**config.mk**
```make
export PLATFORM = sky130hd
export DESIGN_NAME = usc_strap_status
export DESIGN_NICKNAME = d
export VERILOG_FILES = /design/src/pkg/usc_pkg.sv /design/src/logic/usc_strap_status.sv
export SDC_FILE = /design/constraint.sdc
export NUM_CORES = 1
export LEC_CHECK = 0
export BUFFER_PORTS_ARGS = -buffer_cell sky130_fd_sc_hd__buf_2
export CELL_PAD_IN_SITES_DETAIL_PLACEMENT = 1
export CELL_PAD_IN_SITES_GLOBAL_PLACEMENT = 1
export CORE_ASPECT_RATIO = 1.25
export CORE_MARGIN = 2
export CORE_UTILIZATION = 43
export DETAILED_ROUTE_END_ITERATION = 8
export HOLD_SLACK_MARGIN = 0.1
export MAX_ROUTING_LAYER = met4
export PLACE_DENSITY_LB_ADDON = 0.1
export SLEW_MARGIN = 40
export SYNTH_ARGS = -nofsm -noshare
export SYNTH_HDL_FRONTEND = slang
export SYNTH_SLANG_ARGS = --single-unit
```
**constraint.sdc**
```tcl
create_clock -name clk_sys -period 1.9 [get_ports clk_sys]
set_clock_uncertainty 0.2 [all_clocks]
set_input_delay 0.19 -clock clk_sys [delete_from_list [all_inputs] [get_ports clk_sys]]
set_output_delay 0.19 -clock clk_sys [all_outputs]
set_load 0.03 [all_outputs]
```
**src/pkg/usc_pkg.sv**
```systemverilog
// constants and types for the usb conditioner strap and status logic
package usc_pkg;
  localparam int CLK_MHZ = 200;
  localparam logic [6:0] I2C_TARGET_ADDR = 7'h2C;
  localparam int CHIRP_MIN_US = 18;
  localparam int CHIRP_MAX_US = 128;
  localparam int CHIRP_MIN_CYC = CHIRP_MIN_US * CLK_MHZ;
  localparam int CHIRP_MAX_CYC = CHIRP_MAX_US * CLK_MHZ;
  localparam int CNT_W = 16;
  // dc and ac gain codes
  localparam logic [1:0] DC_GAIN_40MV = 2'h0;
  localparam logic [1:0] DC_GAIN_60MV = 2'h1;
  localparam logic [1:0] DC_GAIN_80MV = 2'h2;
  localparam logic [1:0] AC_GAIN_MAX = 2'h3;
  localparam logic [1:0] AC_GAIN_RESET = 2'h0;
  localparam logic [1:0] DC_GAIN_RESET = 2'h1;

  typedef enum logic [2:0] {
    ST_STRAP,
    ST_IDLE,
    ST_RESET,
    ST_CHIRP_J,
    ST_CHIRP_K,
    ST_WAIT_SQ,
    ST_HS
  } usc_state_t;

  // strap pin levels, synced as one group
  typedef struct packed {
    logic sda;
    logic scl;
    logic acFloat;
    logic [1:0] acLevel;
    logic dcHigh;
    logic dcFloat;
  } usc_pins_t;

  typedef struct packed {
    logic [1:0] enSync;
    usc_pins_t pinMeta;
    usc_pins_t pinSync;
    logic i2cMode;
    logic [1:0] acGain;
    logic [1:0] dcGain;
    logic attached;
    logic hsActive;
    logic [CNT_W-1:0] chirpCnt;
    usc_state_t state;
  } usc_regs_t;
endpackage : usc_pkg
```
**src/logic/usc_strap_status.sv**
```systemverilog
// strap sampling and attach / high-speed status flags
// Behaviour
// RULE1: chip enable low holds logic reset
// RULE2: both i2c pins high selects bus mode
// RULE3: bus mode answers as target 0x2C
// RULE4: clock pin outputs attach flag in strap
// RULE5: ac gain latched only at enable release
// RULE6: floating ac strap selects maximum boost
// RULE7: dc pin three level: 80/60/40 mV
// RULE8: dc pin outputs high-speed flag in strap
// RULE9: compliance fixture plus test packet sets flag
// RULE10: one chirp J/K pair 18-128 us
// RULE11: regulator enabled only in high speed
// RULE12: enable held low until supply good
// RULE13: bus mode leaves dc pin unused
`timescale 1ns/100ps
module usc_strap_status
  import usc_pkg::*;
(
  input wire logic clk_sys,
  input wire logic resetn,
  input wire logic chipEnableN,
  input wire logic sdaIn,
  input wire logic sclIn,
  output logic sclOut,
  output logic sclOe,
  input wire logic acStrapFloat,
  input wire logic [1:0] acStrapLevel,
  input wire logic dcPinHigh,
  input wire logic dcPinFloat,
  output logic dcOut,
  output logic dcOe,
  input wire logic pullupSensed,
  input wire logic disconnectSensed,
  input wire logic busResetSeen,
  input wire logic chirpJ,
  input wire logic chirpK,
  input wire logic squelch,
  input wire logic fixtureSeen,
  input wire logic testPacketSeen,
  output logic i2cModeOut,
  output logic [6:0] i2cTargetAddr,
  output logic [1:0] acGainOut,
  output logic [1:0] dcGainOut,
  output logic coreRegulatorOut
);
  usc_regs_t q, d;
  logic rstAll;
  logic busModeStrap;
  logic [1:0] acGainStrap;
  logic [1:0] dcGainStrap;
  logic chirpLongEnough;
  logic chirpTooLong;
  logic fixtureEvent;
  logic handshakeAbort;
  logic strapMode;
  logic strapTaken;
  logic statusDrive;

  // enable pin low means reset; used only after its two flops
  assign rstAll = ~q.enSync[1]; // RULE1

  // bus mode needs both i2c lines high after sync
  assign busModeStrap = q.pinSync.sda & q.pinSync.scl; // RULE2

  // floating ac strap forces the strongest boost
  assign acGainStrap = q.pinSync.acFloat ? AC_GAIN_MAX : q.pinSync.acLevel; // RULE6

  // three level dc strap: high, floating, low
  assign dcGainStrap = q.pinSync.dcFloat ? DC_GAIN_60MV :
                       (q.pinSync.dcHigh ? DC_GAIN_80MV : DC_GAIN_40MV); // RULE7

  // count sits one below the chirp length on its last cycle
  assign chirpLongEnough = (q.chirpCnt >= CNT_W'(CHIRP_MIN_CYC - 1)); // RULE10
  assign chirpTooLong = (q.chirpCnt >= CNT_W'(CHIRP_MAX_CYC)); // RULE10

  // compliance fixture and test packet pattern seen in the same cycle
  assign fixtureEvent = fixtureSeen & testPacketSeen; // RULE9

  // any further chirp spoils the single pair
  assign handshakeAbort = chirpJ | chirpK;

  assign strapMode = ~q.i2cMode;
  assign strapTaken = (q.state != ST_STRAP);

  always_comb begin
    d = q;
    d.enSync = {q.enSync[0], chipEnableN};
    // every strap pin goes through two flops
    d.pinMeta = '{
      sda: sdaIn,
      scl: sclIn,
      acFloat: acStrapFloat,
      acLevel: acStrapLevel,
      dcHigh: dcPinHigh,
      dcFloat: dcPinFloat
    };
    d.pinSync = q.pinMeta;
    if (rstAll) begin
      d.state = ST_STRAP; // RULE1
      d.attached = 1'b0;
      d.hsActive = 1'b0;
      d.chirpCnt = '0;
    end else begin
      case (q.state)
        ST_STRAP: begin
          // first cycle after enable release samples every strap
          // later strap changes have no path into the gains
          d.i2cMode = busModeStrap; // RULE2
          d.acGain = acGainStrap; // RULE5 RULE6
          if (busModeStrap) begin
            d.dcGain = DC_GAIN_RESET; // RULE13
          end else begin
            d.dcGain = dcGainStrap; // RULE7
          end
          d.state = ST_IDLE;
        end
        ST_IDLE: begin
          if (pullupSensed) begin
            d.attached = 1'b1; // RULE4
          end
          if (fixtureEvent) begin
            d.state = ST_HS; // RULE9
          end else if (busResetSeen) begin
            d.state = ST_RESET;
          end
        end
        ST_RESET: begin
          // chirp j starts the handshake timer
          d.chirpCnt = '0;
          if (chirpJ) begin
            d.state = ST_CHIRP_J;
          end
        end
        ST_CHIRP_J: begin
          d.chirpCnt = q.chirpCnt + 1'b1;
          // j must hand over straight to k
          if (!chirpJ) begin
            d.chirpCnt = '0;
            if (chirpK && chirpLongEnough) begin
              d.state = ST_CHIRP_K; // RULE10
            end else begin
              d.state = ST_IDLE;
            end
          end else if (chirpTooLong) begin
            d.state = ST_IDLE; // RULE10
          end
        end
        ST_CHIRP_K: begin
          d.chirpCnt = q.chirpCnt + 1'b1;
          if (!chirpK) begin
            d.chirpCnt = '0;
            if (chirpLongEnough) begin
              d.state = ST_WAIT_SQ; // RULE10
            end else begin
              d.state = ST_IDLE;
            end
          end else if (chirpTooLong) begin
            d.state = ST_IDLE; // RULE10
          end
        end
        ST_WAIT_SQ: begin
          if (handshakeAbort) begin
            d.state = ST_IDLE; // second pair is not a single handshake
          end else if (squelch) begin
            d.state = ST_HS; // RULE10
          end
        end
        ST_HS: begin
          // a new bus reset repeats the handshake
          if (busResetSeen) begin
            d.state = ST_RESET;
          end
        end
        default: begin
          d.chirpCnt = '0;
          d.state = ST_IDLE;
        end
      endcase
      d.hsActive = (d.state == ST_HS); // RULE8
      // disconnect wins over every other event
      if (disconnectSensed) begin
        d.attached = 1'b0; // RULE4
        d.hsActive = 1'b0;
        d.state = ST_IDLE;
      end
    end
  end

  // one register stage holds all state
  always_ff @(posedge clk_sys or negedge resetn) begin
    if (!resetn) begin
      q <= '{
        enSync: 2'h0,
        pinMeta: '0,
        pinSync: '0,
        i2cMode: 1'b0,
        acGain: AC_GAIN_RESET,
        dcGain: DC_GAIN_RESET,
        attached: 1'b0,
        hsActive: 1'b0,
        chirpCnt: '0,
        state: ST_STRAP
      };
    end else begin
      q <= d;
    end
  end

  // status pins driven only in strap mode after reset
  assign statusDrive = ~rstAll & strapMode & strapTaken;
  assign sclOut = q.attached; // RULE4
  assign sclOe = statusDrive; // RULE4
  assign dcOut = q.hsActive; // RULE8
  assign dcOe = statusDrive; // RULE8 RULE13
  assign i2cModeOut = q.i2cMode; // RULE3
  assign i2cTargetAddr = I2C_TARGET_ADDR; // RULE3
  assign acGainOut = q.acGain;
  assign dcGainOut = q.dcGain;
  // regulator follows the high speed flag, off in reset
  assign coreRegulatorOut = q.hsActive & ~rstAll; // RULE11
endmodule : usc_strap_status

```
==> results of run 1 <==
[power by group through the flow]
stage	combinational (W)	sequential, W	clock (W)
floorplan	0.000192	0.000977	0
global placement	0.000244	0.000974	0
detailed placement	0.000251	0.000978	0
CTS	0.000273	0.000960	0.000639
global route	0.000297	0.000966	0.000666
finish	0.000273	0.000960	0.000614
[cell type report]
type                    count  area (µm²)
multi-input cells         143         965
clock inverters             3        28.8
repair buffers             55         390
fillers                   558        2350
flip-flops and latches     42        1060
inverters                   9        33.8
clock buffers               5        68.8
well taps                  62        77.6
[worst max path at each step]
| stage | startpoint | to | slack (ps) | cells after the start |
|---|---|---|---|---|
| after floorplan | q[41] | sclOe | 120 | 4 |
| after detailed placement | q[4] | q[17] | 60 | 5 |
| after global routing | busResetSeen | q[0] | 0.4 | 6 |
| after CTS | q[2] | q[17] | 40 | 5 |
| after global placement | q[2] | q[17] | 50 | 5 |
| final | q[4] | q[17] | 70 | 5 |
[state kept, by name, summed over array words and instances (netlist names)]
signal      count
dcOut           1
i2cModeOut      1
d               8
q              27
acGainOut       2
sclOut          1
dcGainOut       2
[cell usage after synthesis, drive strengths merged, types with 2 or more instances]
cell type and count:
nor3 4, nand4 8, mux2i 4, a31oi 3, nand2b 6, clkbuf 2, nor2 11, nand3 10
a22o 7, nand2 16, a22oi 7, ha 2, and4 2, or4 2, nand3b 3, o21ai 11
o32ai 2, nor4 2, and3 5, a21oi 7, buf 21, conb 2, a211oi 2, a41oi 2
and2 2, or3b 2, dfrtp 41, inv 9
[tightest hold or removal path, cell delays in order]
cell and delay, ps:
buf_2 80, and3_1 130, a211oi_1 60, a21oi_1 120
[cell usage in the layout (no fill, tap or decap), types with 9 or more instances in the layout]
cell type / instances
dfrtp_1: 37
buf_2: 27
buf_4: 14
inv_1: 9
nor2_1: 11
nand3_1: 10
dlygate4sd3_1: 13
nand2_1: 16
[metal layers]
layer	GRT usage, %	vias up	routed length (µm)
met5	-	-	0
met4	5.38	0	73
met3	3.51	8	154
met2	36.5	41	3010
met1	24.9	874	2110
li1	-	839	-
[metrics by stage]
step                      std cells  utilization [%]  power, W
after floorplan                 217                -   0.00117
after global placement          298             47.8   0.00122
after detailed placement        298             47.8   0.00123
after CTS                       319             52.4   0.00187
after global routing            319             52.7   0.00193
final                           319             52.7   0.00185
[cell families (layout without fill, tap and decap cells)]
family,count (synthesis),after routing,synth area share [%]
fa+ha+maj,2,2,1.15
buf+inv,32,72,9.29
simple gates,78,78,21.4
flops,42,42,48.2
compound gates,49,49,16.4
other cells,2,7,0.344
xor+xnor,2,2,0.803
mux,5,5,2.35
[repair_timing]
item	CTS	global route
setup endpoints to repair	0	8
setup buffers	0	0
hold buffers	13	0
resized for setup	0	7
endpoints found under the hold margin	54	0
==> flow_metrics.py, run 1 <==
metrics = {
    "synthesis": {
        "synth_cell_types": 52,
        "ys_seq_elements": 42,
        "netlist_area_um2": 2180,
        "synth_top_area_cell": "dfrtp_1",
        "yosys-top-cells-area": "dfrtp_1 47%, buf_4 5.2%, a22o_1 2.8%",
        "synth_area_per_cell_um2": 10.3,
        "synth-edff-count": 0,
        "yosysWarnings": 0,
        "synthArstFlopShare_pct": 100,
        "syn_inst": 212,
        "synth_top_cell_area_share_pct": 47.0,
        "ys.flop_type": "dfrtp_1",
        "seq_area_frac_synth_pct": 48.2,
    },
    "status": {
        "status": "complete, no violations",
    },
    "pwr": {
        "leakagePower_nw": 1.18,
        "power_frac_clock_pct": 33.2,
        "p_comb_share_pct": 14.8,
        "p_sw_share_pct": 29.0,
        "powerDensity_nw_per_um2": 705,
        "p_int_w": 0.00131,
        "seqPwrFrac_pct": 52.0,
        "power_switching_w": 0.000536,
        "ir_worst_vdd_mv": 0.719,
    },
    "sta": {
        "timing.hold.ws_ps": 142,
        "final_max_slew_viol_count": 0,
        "min_period_over_period_pct": 96.4,
        "finalSetupViolations": 0,
        "period_minus_slack_ps": 1830,
        "relSlewSlack_pct": 63.8,
        "tightest_slew_ps": 543,
        "rsz0062_at_grt": "no",
        "finalSetupTns_ps": 0,
        "fmax_mhz": 546,
        "hold_viol": 0,
        "worst_slack_ps": 69.0,
    },
    "clock_network": {
        "cts_tree": "yes",
        "cts_buffer_depth": 2,
        "clk_pin_slew_worst_paths_ps": 90,
        "cts-buffers-inserted": 5,
        "cts-root-buf": "clkbuf_8",
        "cts_sinks": 42,
        "worstSkewPairLatency_ps": 290,
        "htree_levels": 2,
    },
    "detailed_routing": {
        "drtIter0Drc": 112,
        "drc_errors": 0,
        "via_count": 1762,
        "avgRoutedWirePerCell_um": 16.8,
        "drt-pass1-iter-count": 4,
        "vias_per_cell": 5.52,
        "ant_nets": 0,
        "finalWirelength_um": 5350,
    },
    "critical_path": {
        "worstSetupStartpointType": "flop",
        "r2r-end": "q[17]",
        "crit_buf_inv": 0,
        "cp_max_fo": 4,
        "rr_startpoint": "q[4]",
        "required_ps": 1880,
        "crit_arrival_ps": 1810,
        "cp_cell_sequence": "ha_1, and4_4, nand2_1, o41ai_1, o2bb2a_1",
        "path_delay_family": "compound AO/OA/AOI/OAI gates",
        "endpoint_kind": "flop",
        "path_class": "flop to flop",
        "reg2reg_slack_ps": 70,
        "r2r_cells": 5,
        "critPathSlowestCell": "dfrtp_1",
        "crit_path_max_incr_delay_ps": 390,
    },
    "floorplan": {
        "dieArea_um2": 5660,
        "die_w_um": 67.7,
        "pin_count": 35,
        "die_h_um": 83.6,
        "rows": 29,
        "coreArea_um2": 4970,
        "start_util_pct": 43.9,
    },
    "grt": {
        "grt_usage_pct": 21.1,
        "grt_antenna_before_repair": 0,
        "grt_pass1_vias": 1864,
        "grt_max_degree": 43,
        "grt_pass1_wl_um": 8850,
        "gr-total-overflow": 0,
    },
    "placed_design": {
        "dp_slack_ps": 63.8,
        "portBuffers": 27,
        "placed_area_um2": 2370,
        "globalplace.congestion": 0.898,
        "dpl.hpwl_um": 3730,
    },
    "job": {
        "maxCapViolCount": 0,
    },
    "cells_and_area": {
        "nets": 276,
        "final_area_um2": 2620,
        "synthToLayoutAreaGrowth_pct": 20.1,
        "num_antenna_cells": 0,
        "drive_above_1_share_pct": 25.3,
    },
    "hold_path": {
        "hold_start": "testPacketSeen",
        "hold_depth": 4,
        "whs_endpoint": "q[2]",
        "hp-class": "input port to flop",
    },
}
No activity file was read; power rests on OpenSTA's default activity.
==> run 2, diff against run 1 <==
--- a/config.mk
+++ b/config.mk
@@ -5,12 +5,13 @@
 export SDC_FILE = /design/constraint.sdc
 export NUM_CORES = 1
 export LEC_CHECK = 0
+export ABC_AREA = 1
 export BUFFER_PORTS_ARGS = -buffer_cell sky130_fd_sc_hd__buf_2
 export CELL_PAD_IN_SITES_DETAIL_PLACEMENT = 1
 export CELL_PAD_IN_SITES_GLOBAL_PLACEMENT = 1
 export CORE_ASPECT_RATIO = 1.25
 export CORE_MARGIN = 2
-export CORE_UTILIZATION = 43
+export CORE_UTILIZATION = 41
 export DETAILED_ROUTE_END_ITERATION = 8
 export HOLD_SLACK_MARGIN = 0.1
 export MAX_ROUTING_LAYER = met4
==> run 2 against run 1 <==
Against the previous run:
- first-iteration DRC count is 31% lower
- maximum frequency rose by 4.9%
- hold slack better by 12 ps
- sequential share of layout area is 1.5 points higher
- flip-flop and latch count stayed put
- cell area down 4.0%
- highest routed layer unchanged
- largest cell class unchanged
- final cell count increased by 18%
==> flow_metrics.py, run 2 <==
metrics = {
    "status": {
        "status": "complete, no violations",
    },
    "critical_path": {
        "critPathSlowestCell": "dfrtp_1",
        "cp_max_fo": 6,
        "crit_buf_inv": 2,
        "path_class": "flop to output port",
        "path_delay_family": "flip-flops",
        "crit_path_max_incr_delay_ps": 460,
        "cp_common_cell": "nand2_1",
        "required_ps": 1510,
        "cp_cell_sequence": "inv_1, nand2_1, nand2_1, nor2_1, buf_2",
        "rr_startpoint": "q[2]",
        "worstSetupStartpointType": "flop",
        "endpoint_kind": "output port",
        "crit_arrival_ps": 1360,
        "reg2reg_slack_ps": 190,
        "startpoint": "q[0]",
    },
    "detailed_routing": {
        "via_count": 1817,
        "drtIter0Drc": 77,
        "drt-pass1-iter-count": 4,
        "vias_per_cell": 4.83,
        "finalWirelength_um": 5080,
        "ant_nets": 0,
        "drc_errors": 0,
        "avgRoutedWirePerCell_um": 13.5,
    },
    "pwr": {
        "power_switching_w": 0.000508,
        "power_frac_clock_pct": 33.2,
        "p_sw_share_pct": 28.5,
        "leakagePower_nw": 1.28,
        "p_int_w": 0.00127,
        "seqPwrFrac_pct": 53.7,
        "p_total_w": 0.00178,
        "ir_worst_vdd_mv": 0.362,
        "p_comb_share_pct": 13.1,
        "powerDensity_nw_per_um2": 708,
    },
    "grt": {
        "grt_pass1_wl_um": 8590,
        "grt_pass1_vias": 1894,
        "grt_usage_pct": 20.7,
        "grt_max_degree": 23,
        "gr-total-overflow": 0,
        "grt_antenna_before_repair": 0,
    },
    "clock_network": {
        "cts_buffer_depth": 2,
        "clk_pin_slew_worst_paths_ps": 80,
        "post_cts.repair.setup_buffers": 0,
        "cts-buffers-inserted": 5,
        "cts_sinks": 42,
        "cts-root-buf": "clkbuf_8",
        "worstSkewPairLatency_ps": 300,
        "cts_tree": "yes",
        "htree_levels": 2,
    },
    "synthesis": {
        "synth_top_area_cell": "dfrtp_1",
        "synthTopCellsByCount": "64 x nand2_1, 41 x dfrtp_1, 38 x inv_1, 35 x nor2_1, 32 x nand3_1",
        "yosysWarnings": 0,
        "yosys-top-cells-area": "dfrtp_1 48%, nand2_1 11%, nand3_1 7.5%",
        "seq_area_frac_synth_pct": 49.3,
        "synth_most_common_cell": "nand2_1",
        "synth_cell_types": 26,
        "ys_seq_elements": 42,
        "synth-edff-count": 0,
        "ys.flop_type": "dfrtp_1",
        "netlist_area_um2": 2140,
        "synth_top_cell_area_share_pct": 48.0,
        "synth_area_per_cell_um2": 7.79,
        "synthArstFlopShare_pct": 100,
        "syn_inst": 274,
    },
    "placed_design": {
        "portBuffers": 27,
        "placed_area_um2": 2290,
        "dpl.hpwl_um": 3930,
        "globalplace.congestion": 0.801,
    },
    "floorplan": {
        "die_h_um": 84.7,
        "die_w_um": 68.6,
        "start_util_pct": 42.3,
        "coreArea_um2": 5040,
        "pin_count": 35,
        "rows": 29,
        "dieArea_um2": 5810,
    },
    "sta": {
        "relSlewSlack_pct": 65.3,
        "hold_viol": 0,
        "finalSetupViolations": 0,
        "tightest_slew_ps": 521,
        "finalSetupTns_ps": 0,
        "fmax_mhz": 573,
        "rsz0062_at_grt": "no",
        "final_max_slew_viol_count": 0,
        "min_period_over_period_pct": 91.9,
        "period_minus_slack_ps": 1750,
    },
    "hold_path": {
        "hp-class": "flop to flop",
        "hold_start": "d[41]",
    },
    "cells_and_area": {
        "drive_above_1_share_pct": 15.9,
        "top_register": "q",
        "nets": 333,
        "n_fill_cell": 653,
        "final_common_cell": "nand2_1",
        "num_antenna_cells": 0,
        "final_area_um2": 2520,
        "layout_common_cells": "64 x nand2_1, 40 x dfrtp_1, 38 x inv_1",
        "synthToLayoutAreaGrowth_pct": 17.8,
        "largest_reg_flops": 27,
    },
    "job": {
        "maxCapViolCount": 0,
    },
}
run 2: repair_timing:
action	4_1_cts	5_1_grt
endpoints found under the setup margin	0	7
resized for setup	0	4
hold buffers	12	0
hold endpoints to repair	53	0
run 2: through the flow:
step | hold WS (ps) | util (%) | worst slack (ps) | cells
finish | 154 | 49.9 | 155 | 376
global placement | -9.88 | 45.4 | 111 | 356
CTS | 152 | 49.7 | 34.0 | 376
floorplan | -306 | - | 151 | 279
global route | 153 | 49.9 | 3.03 | 376
detailed placement | -6.63 | 45.4 | 103 | 356
run 2: path summary, 6_finish.rpt:
kind,end,cells past startpoint
worst max-delay path,dcOe,5
min in group asynchronous,acGainOut[1],2
worst min register to register,q[41],0
worst max register to register,dcGainOut[0],5
max in group asynchronous,q[9],3
worst min-delay path,q[41],0
run 2: layout make-up:
cell class	instances	area (µm²)	area share, %
flip-flops and latches	42	1050	41.9
multi-input cells	183	855	34.0
repair buffers	42	290	11.5
inverters	39	146	5.82
well taps	62	77.6	3.08
clock buffers	5	68.8	2.73
clock inverters	3	25.0	0.995
run 2: power by group through the flow:
| stage | logic, W | clock network [W] | registers (W) |
|---|---|---|---|
| CTS | 0.000238 | 0.000616 | 0.000957 |
| global placement | 0.000213 | 0 | 0.000972 |
| finish | 0.000233 | 0.000592 | 0.000956 |
| detailed placement | 0.000218 | 0 | 0.000975 |
| floorplan | 0.000158 | 0 | 0.000976 |
| global route | 0.000262 | 0.000651 | 0.000962 |
run 2: logic make-up after synthesis:
| kind of cell | Yosys count | share of synthesized area [%] |
|---|---|---|
| other | 2 | 0.352 |
| and+or+nand+nor | 139 | 27.1 |
| DFF | 42 | 49.3 |
| buffers and inverters | 54 | 12.1 |
| xor gates and xnor gates | 4 | 1.64 |
| AOI/OAI and AO/OA | 31 | 8.38 |
| adders and majority gates | 2 | 1.17 |
run 2: metal layers:
metal	wire length, µm	part of all wire (%)	global-route usage, %	up-vias
met1	2140	42	23.3	873
met5	0	0	-	-
met3	146	2.9	3.62	6
met4	80	1.6	6.55	0
li1	-	-	-	916
met2	2710	53	36.1	22
==> run 3, diff against run 2 <==
--- a/config.mk
+++ b/config.mk
@@ -11,7 +11,7 @@
 export CELL_PAD_IN_SITES_GLOBAL_PLACEMENT = 1
 export CORE_ASPECT_RATIO = 1.25
 export CORE_MARGIN = 2
-export CORE_UTILIZATION = 41
+export CORE_UTILIZATION = 40
 export DETAILED_ROUTE_END_ITERATION = 8
 export HOLD_SLACK_MARGIN = 0.1
 export MAX_ROUTING_LAYER = met4
==> run 3 against run 2 <==
Against the previous run:
- global-route usage down 1.7 points
- sequential share of layout area rose by 0.36 points
- final cell count is the same
- non-clock buffer count did not move
==> flow_metrics.py, run 3 (synthesis results as in run 2) <==
metrics = {
    "status": {
        "status": "complete, no violations",
    },
    "grt": {
        "grt_antenna_before_repair": 0,
        "grt_max_degree": 22,
        "gr-total-overflow": 0,
        "grt_usage_pct": 19.0,
        "grt_pass1_vias": 1921,
        "grt_pass1_wl_um": 8690,
    },
    "sta": {
        "fmax_mhz": 571,
        "min_period_over_period_pct": 92.2,
        "worst_slack_ps": 148,
        "finalSetupTns_ps": 0,
        "final_max_slew_viol_count": 0,
        "rsz0062_at_grt": "no",
        "finalSetupViolations": 0,
        "hold_viol": 0,
        "period_minus_slack_ps": 1750,
    },
    "detailed_routing": {
        "drtIter0Drc": 68,
        "via_count": 1810,
        "avgRoutedWirePerCell_um": 13.2,
        "drc_errors": 0,
        "ant_nets": 0,
        "finalWirelength_um": 4980,
        "vias_per_cell": 4.81,
        "drt-pass1-iter-count": 4,
    },
    "placed_design": {
        "placed_area_um2": 2280,
        "globalplace.congestion": 0.766,
        "dp_slack_ps": 108,
        "portBuffers": 27,
        "dpl.hpwl_um": 3840,
    },
    "cells_and_area": {
        "nets": 333,
        "top_register": "q",
        "drive_above_1_share_pct": 15.3,
        "final_common_cell": "nand2_1",
        "largest_reg_flops": 27,
        "num_antenna_cells": 0,
        "synthToLayoutAreaGrowth_pct": 16.8,
        "final_util_pct": 48.8,
        "layout_common_cells": "64 x nand2_1, 40 x dfrtp_1, 38 x inv_1",
        "final_area_um2": 2490,
    },
    "hold_path": {
        "hold_start": "busResetSeen",
        "hp-class": "input port to flop",
        "whs_endpoint": "q[1]",
        "hold_depth": 3,
    },
    "floorplan": {
        "rows": 29,
        "dieArea_um2": 5940,
        "die_h_um": 85.7,
        "start_util_pct": 41.7,
        "pin_count": 35,
        "coreArea_um2": 5120,
        "die_w_um": 69.4,
    },
    "job": {
        "maxCapViolCount": 0,
    },
    "critical_path": {
        "path_class": "flop to flop",
        "startpoint": "q[0]",
        "cp_max_fo": 12,
        "endpoint_kind": "flop",
        "path_delay_family": "simple AND/OR/NAND/NOR gates",
        "crit_arrival_ps": 1760,
        "crit_path_max_incr_delay_ps": 450,
        "required_ps": 1910,
        "worstSetupStartpointType": "flop",
        "rr_startpoint": "q[0]",
        "critPathSlowestCell": "dfrtp_1",
        "crit_buf_inv": 1,
        "reg2reg_slack_ps": 150,
        "cp_common_cell": "nand2_1",
        "r2r-end": "q[15]",
        "r2r_cells": 7,
        "cp_cell_sequence": "nor2_1, nand3_1, nand2_1, nand2_2, inv_2, nand2_1, o21ai_0",
    },
    "clock_network": {
        "htree_levels": 2,
        "cts-buffers-inserted": 5,
        "cts_sinks": 42,
        "cts_tree": "yes",
        "clk_pin_slew_worst_paths_ps": 80,
        "worstSkewPairLatency_ps": 290,
        "cts-root-buf": "clkbuf_8",
        "cts_buffer_depth": 2,
    },
    "pwr": {
        "leakagePower_nw": 1.27,
        "ir_worst_vdd_mv": 0.331,
        "powerDensity_nw_per_um2": 709,
        "p_total_w": 0.00177,
    },
}
==> run 3: metal layers <==
layer	wire, µm	track usage, %	vias to the layer above
met5	0	-	-
met4	56	5.88	0
met3	122	3.17	4
li1	-	-	915
met2	2660	34.3	24
met1	2140	21.7	867
==> run 3: power breakdown <==
part	switching, W	internal, W
combinational	0.000155	0.0000723
clock	0.000323	0.000263
sequential	0.0000208	0.000934
==> run 3: worst max-delay path by stage <==
stage          endpoint  slack, ps  cells past startpoint
2_1_floorplan     sclOe        150                      6
3_3_place_gp       q[5]        130                      6
3_5_place_dp       q[5]        110                      6
4_1_cts            dcOe         30                      5
5_1_grt           q[15]          9                      7
6_report          q[15]        150                      7
==> run 3: worst register-to-register path: stages, from the launching register on <==
cell and delay (ps):
dfrtp_1 450, nor2_1 220, nand3_1 140, nand2_1 120
nand2_2 110, inv_2 210, nand2_1 80, o21ai_0 150
==> run 3: repair_timing <==
item	in CTS	in global routing
buffers inserted	0	0
hold endpoints to repair	53	0
setup endpoints to repair	0	6
gates resized for setup	0	2
hold buffers	12	0
==> run 3: layout make-up <==
| cell class | count | area, µm² |
|---|---|---|
| Fill cell | 655 | 2620 |
| Sequential cell | 42 | 1050 |
| Multi-Input combinational cell | 183 | 847 |
| Timing Repair Buffer | 42 | 278 |
| Inverter | 39 | 146 |
| Tap cell | 62 | 77.6 |
| Clock buffer | 5 | 68.8 |
| Clock inverter | 3 | 23.8 |
==> run 3: per-stage QoR <==
step | cells | hold WS (ps)
after floorplan | 279 | -306
after global routing | 376 | 165
after global placement | 356 | -28.5
after CTS | 376 | 118
final | 376 | 126
after detailed placement | 356 | -33.7
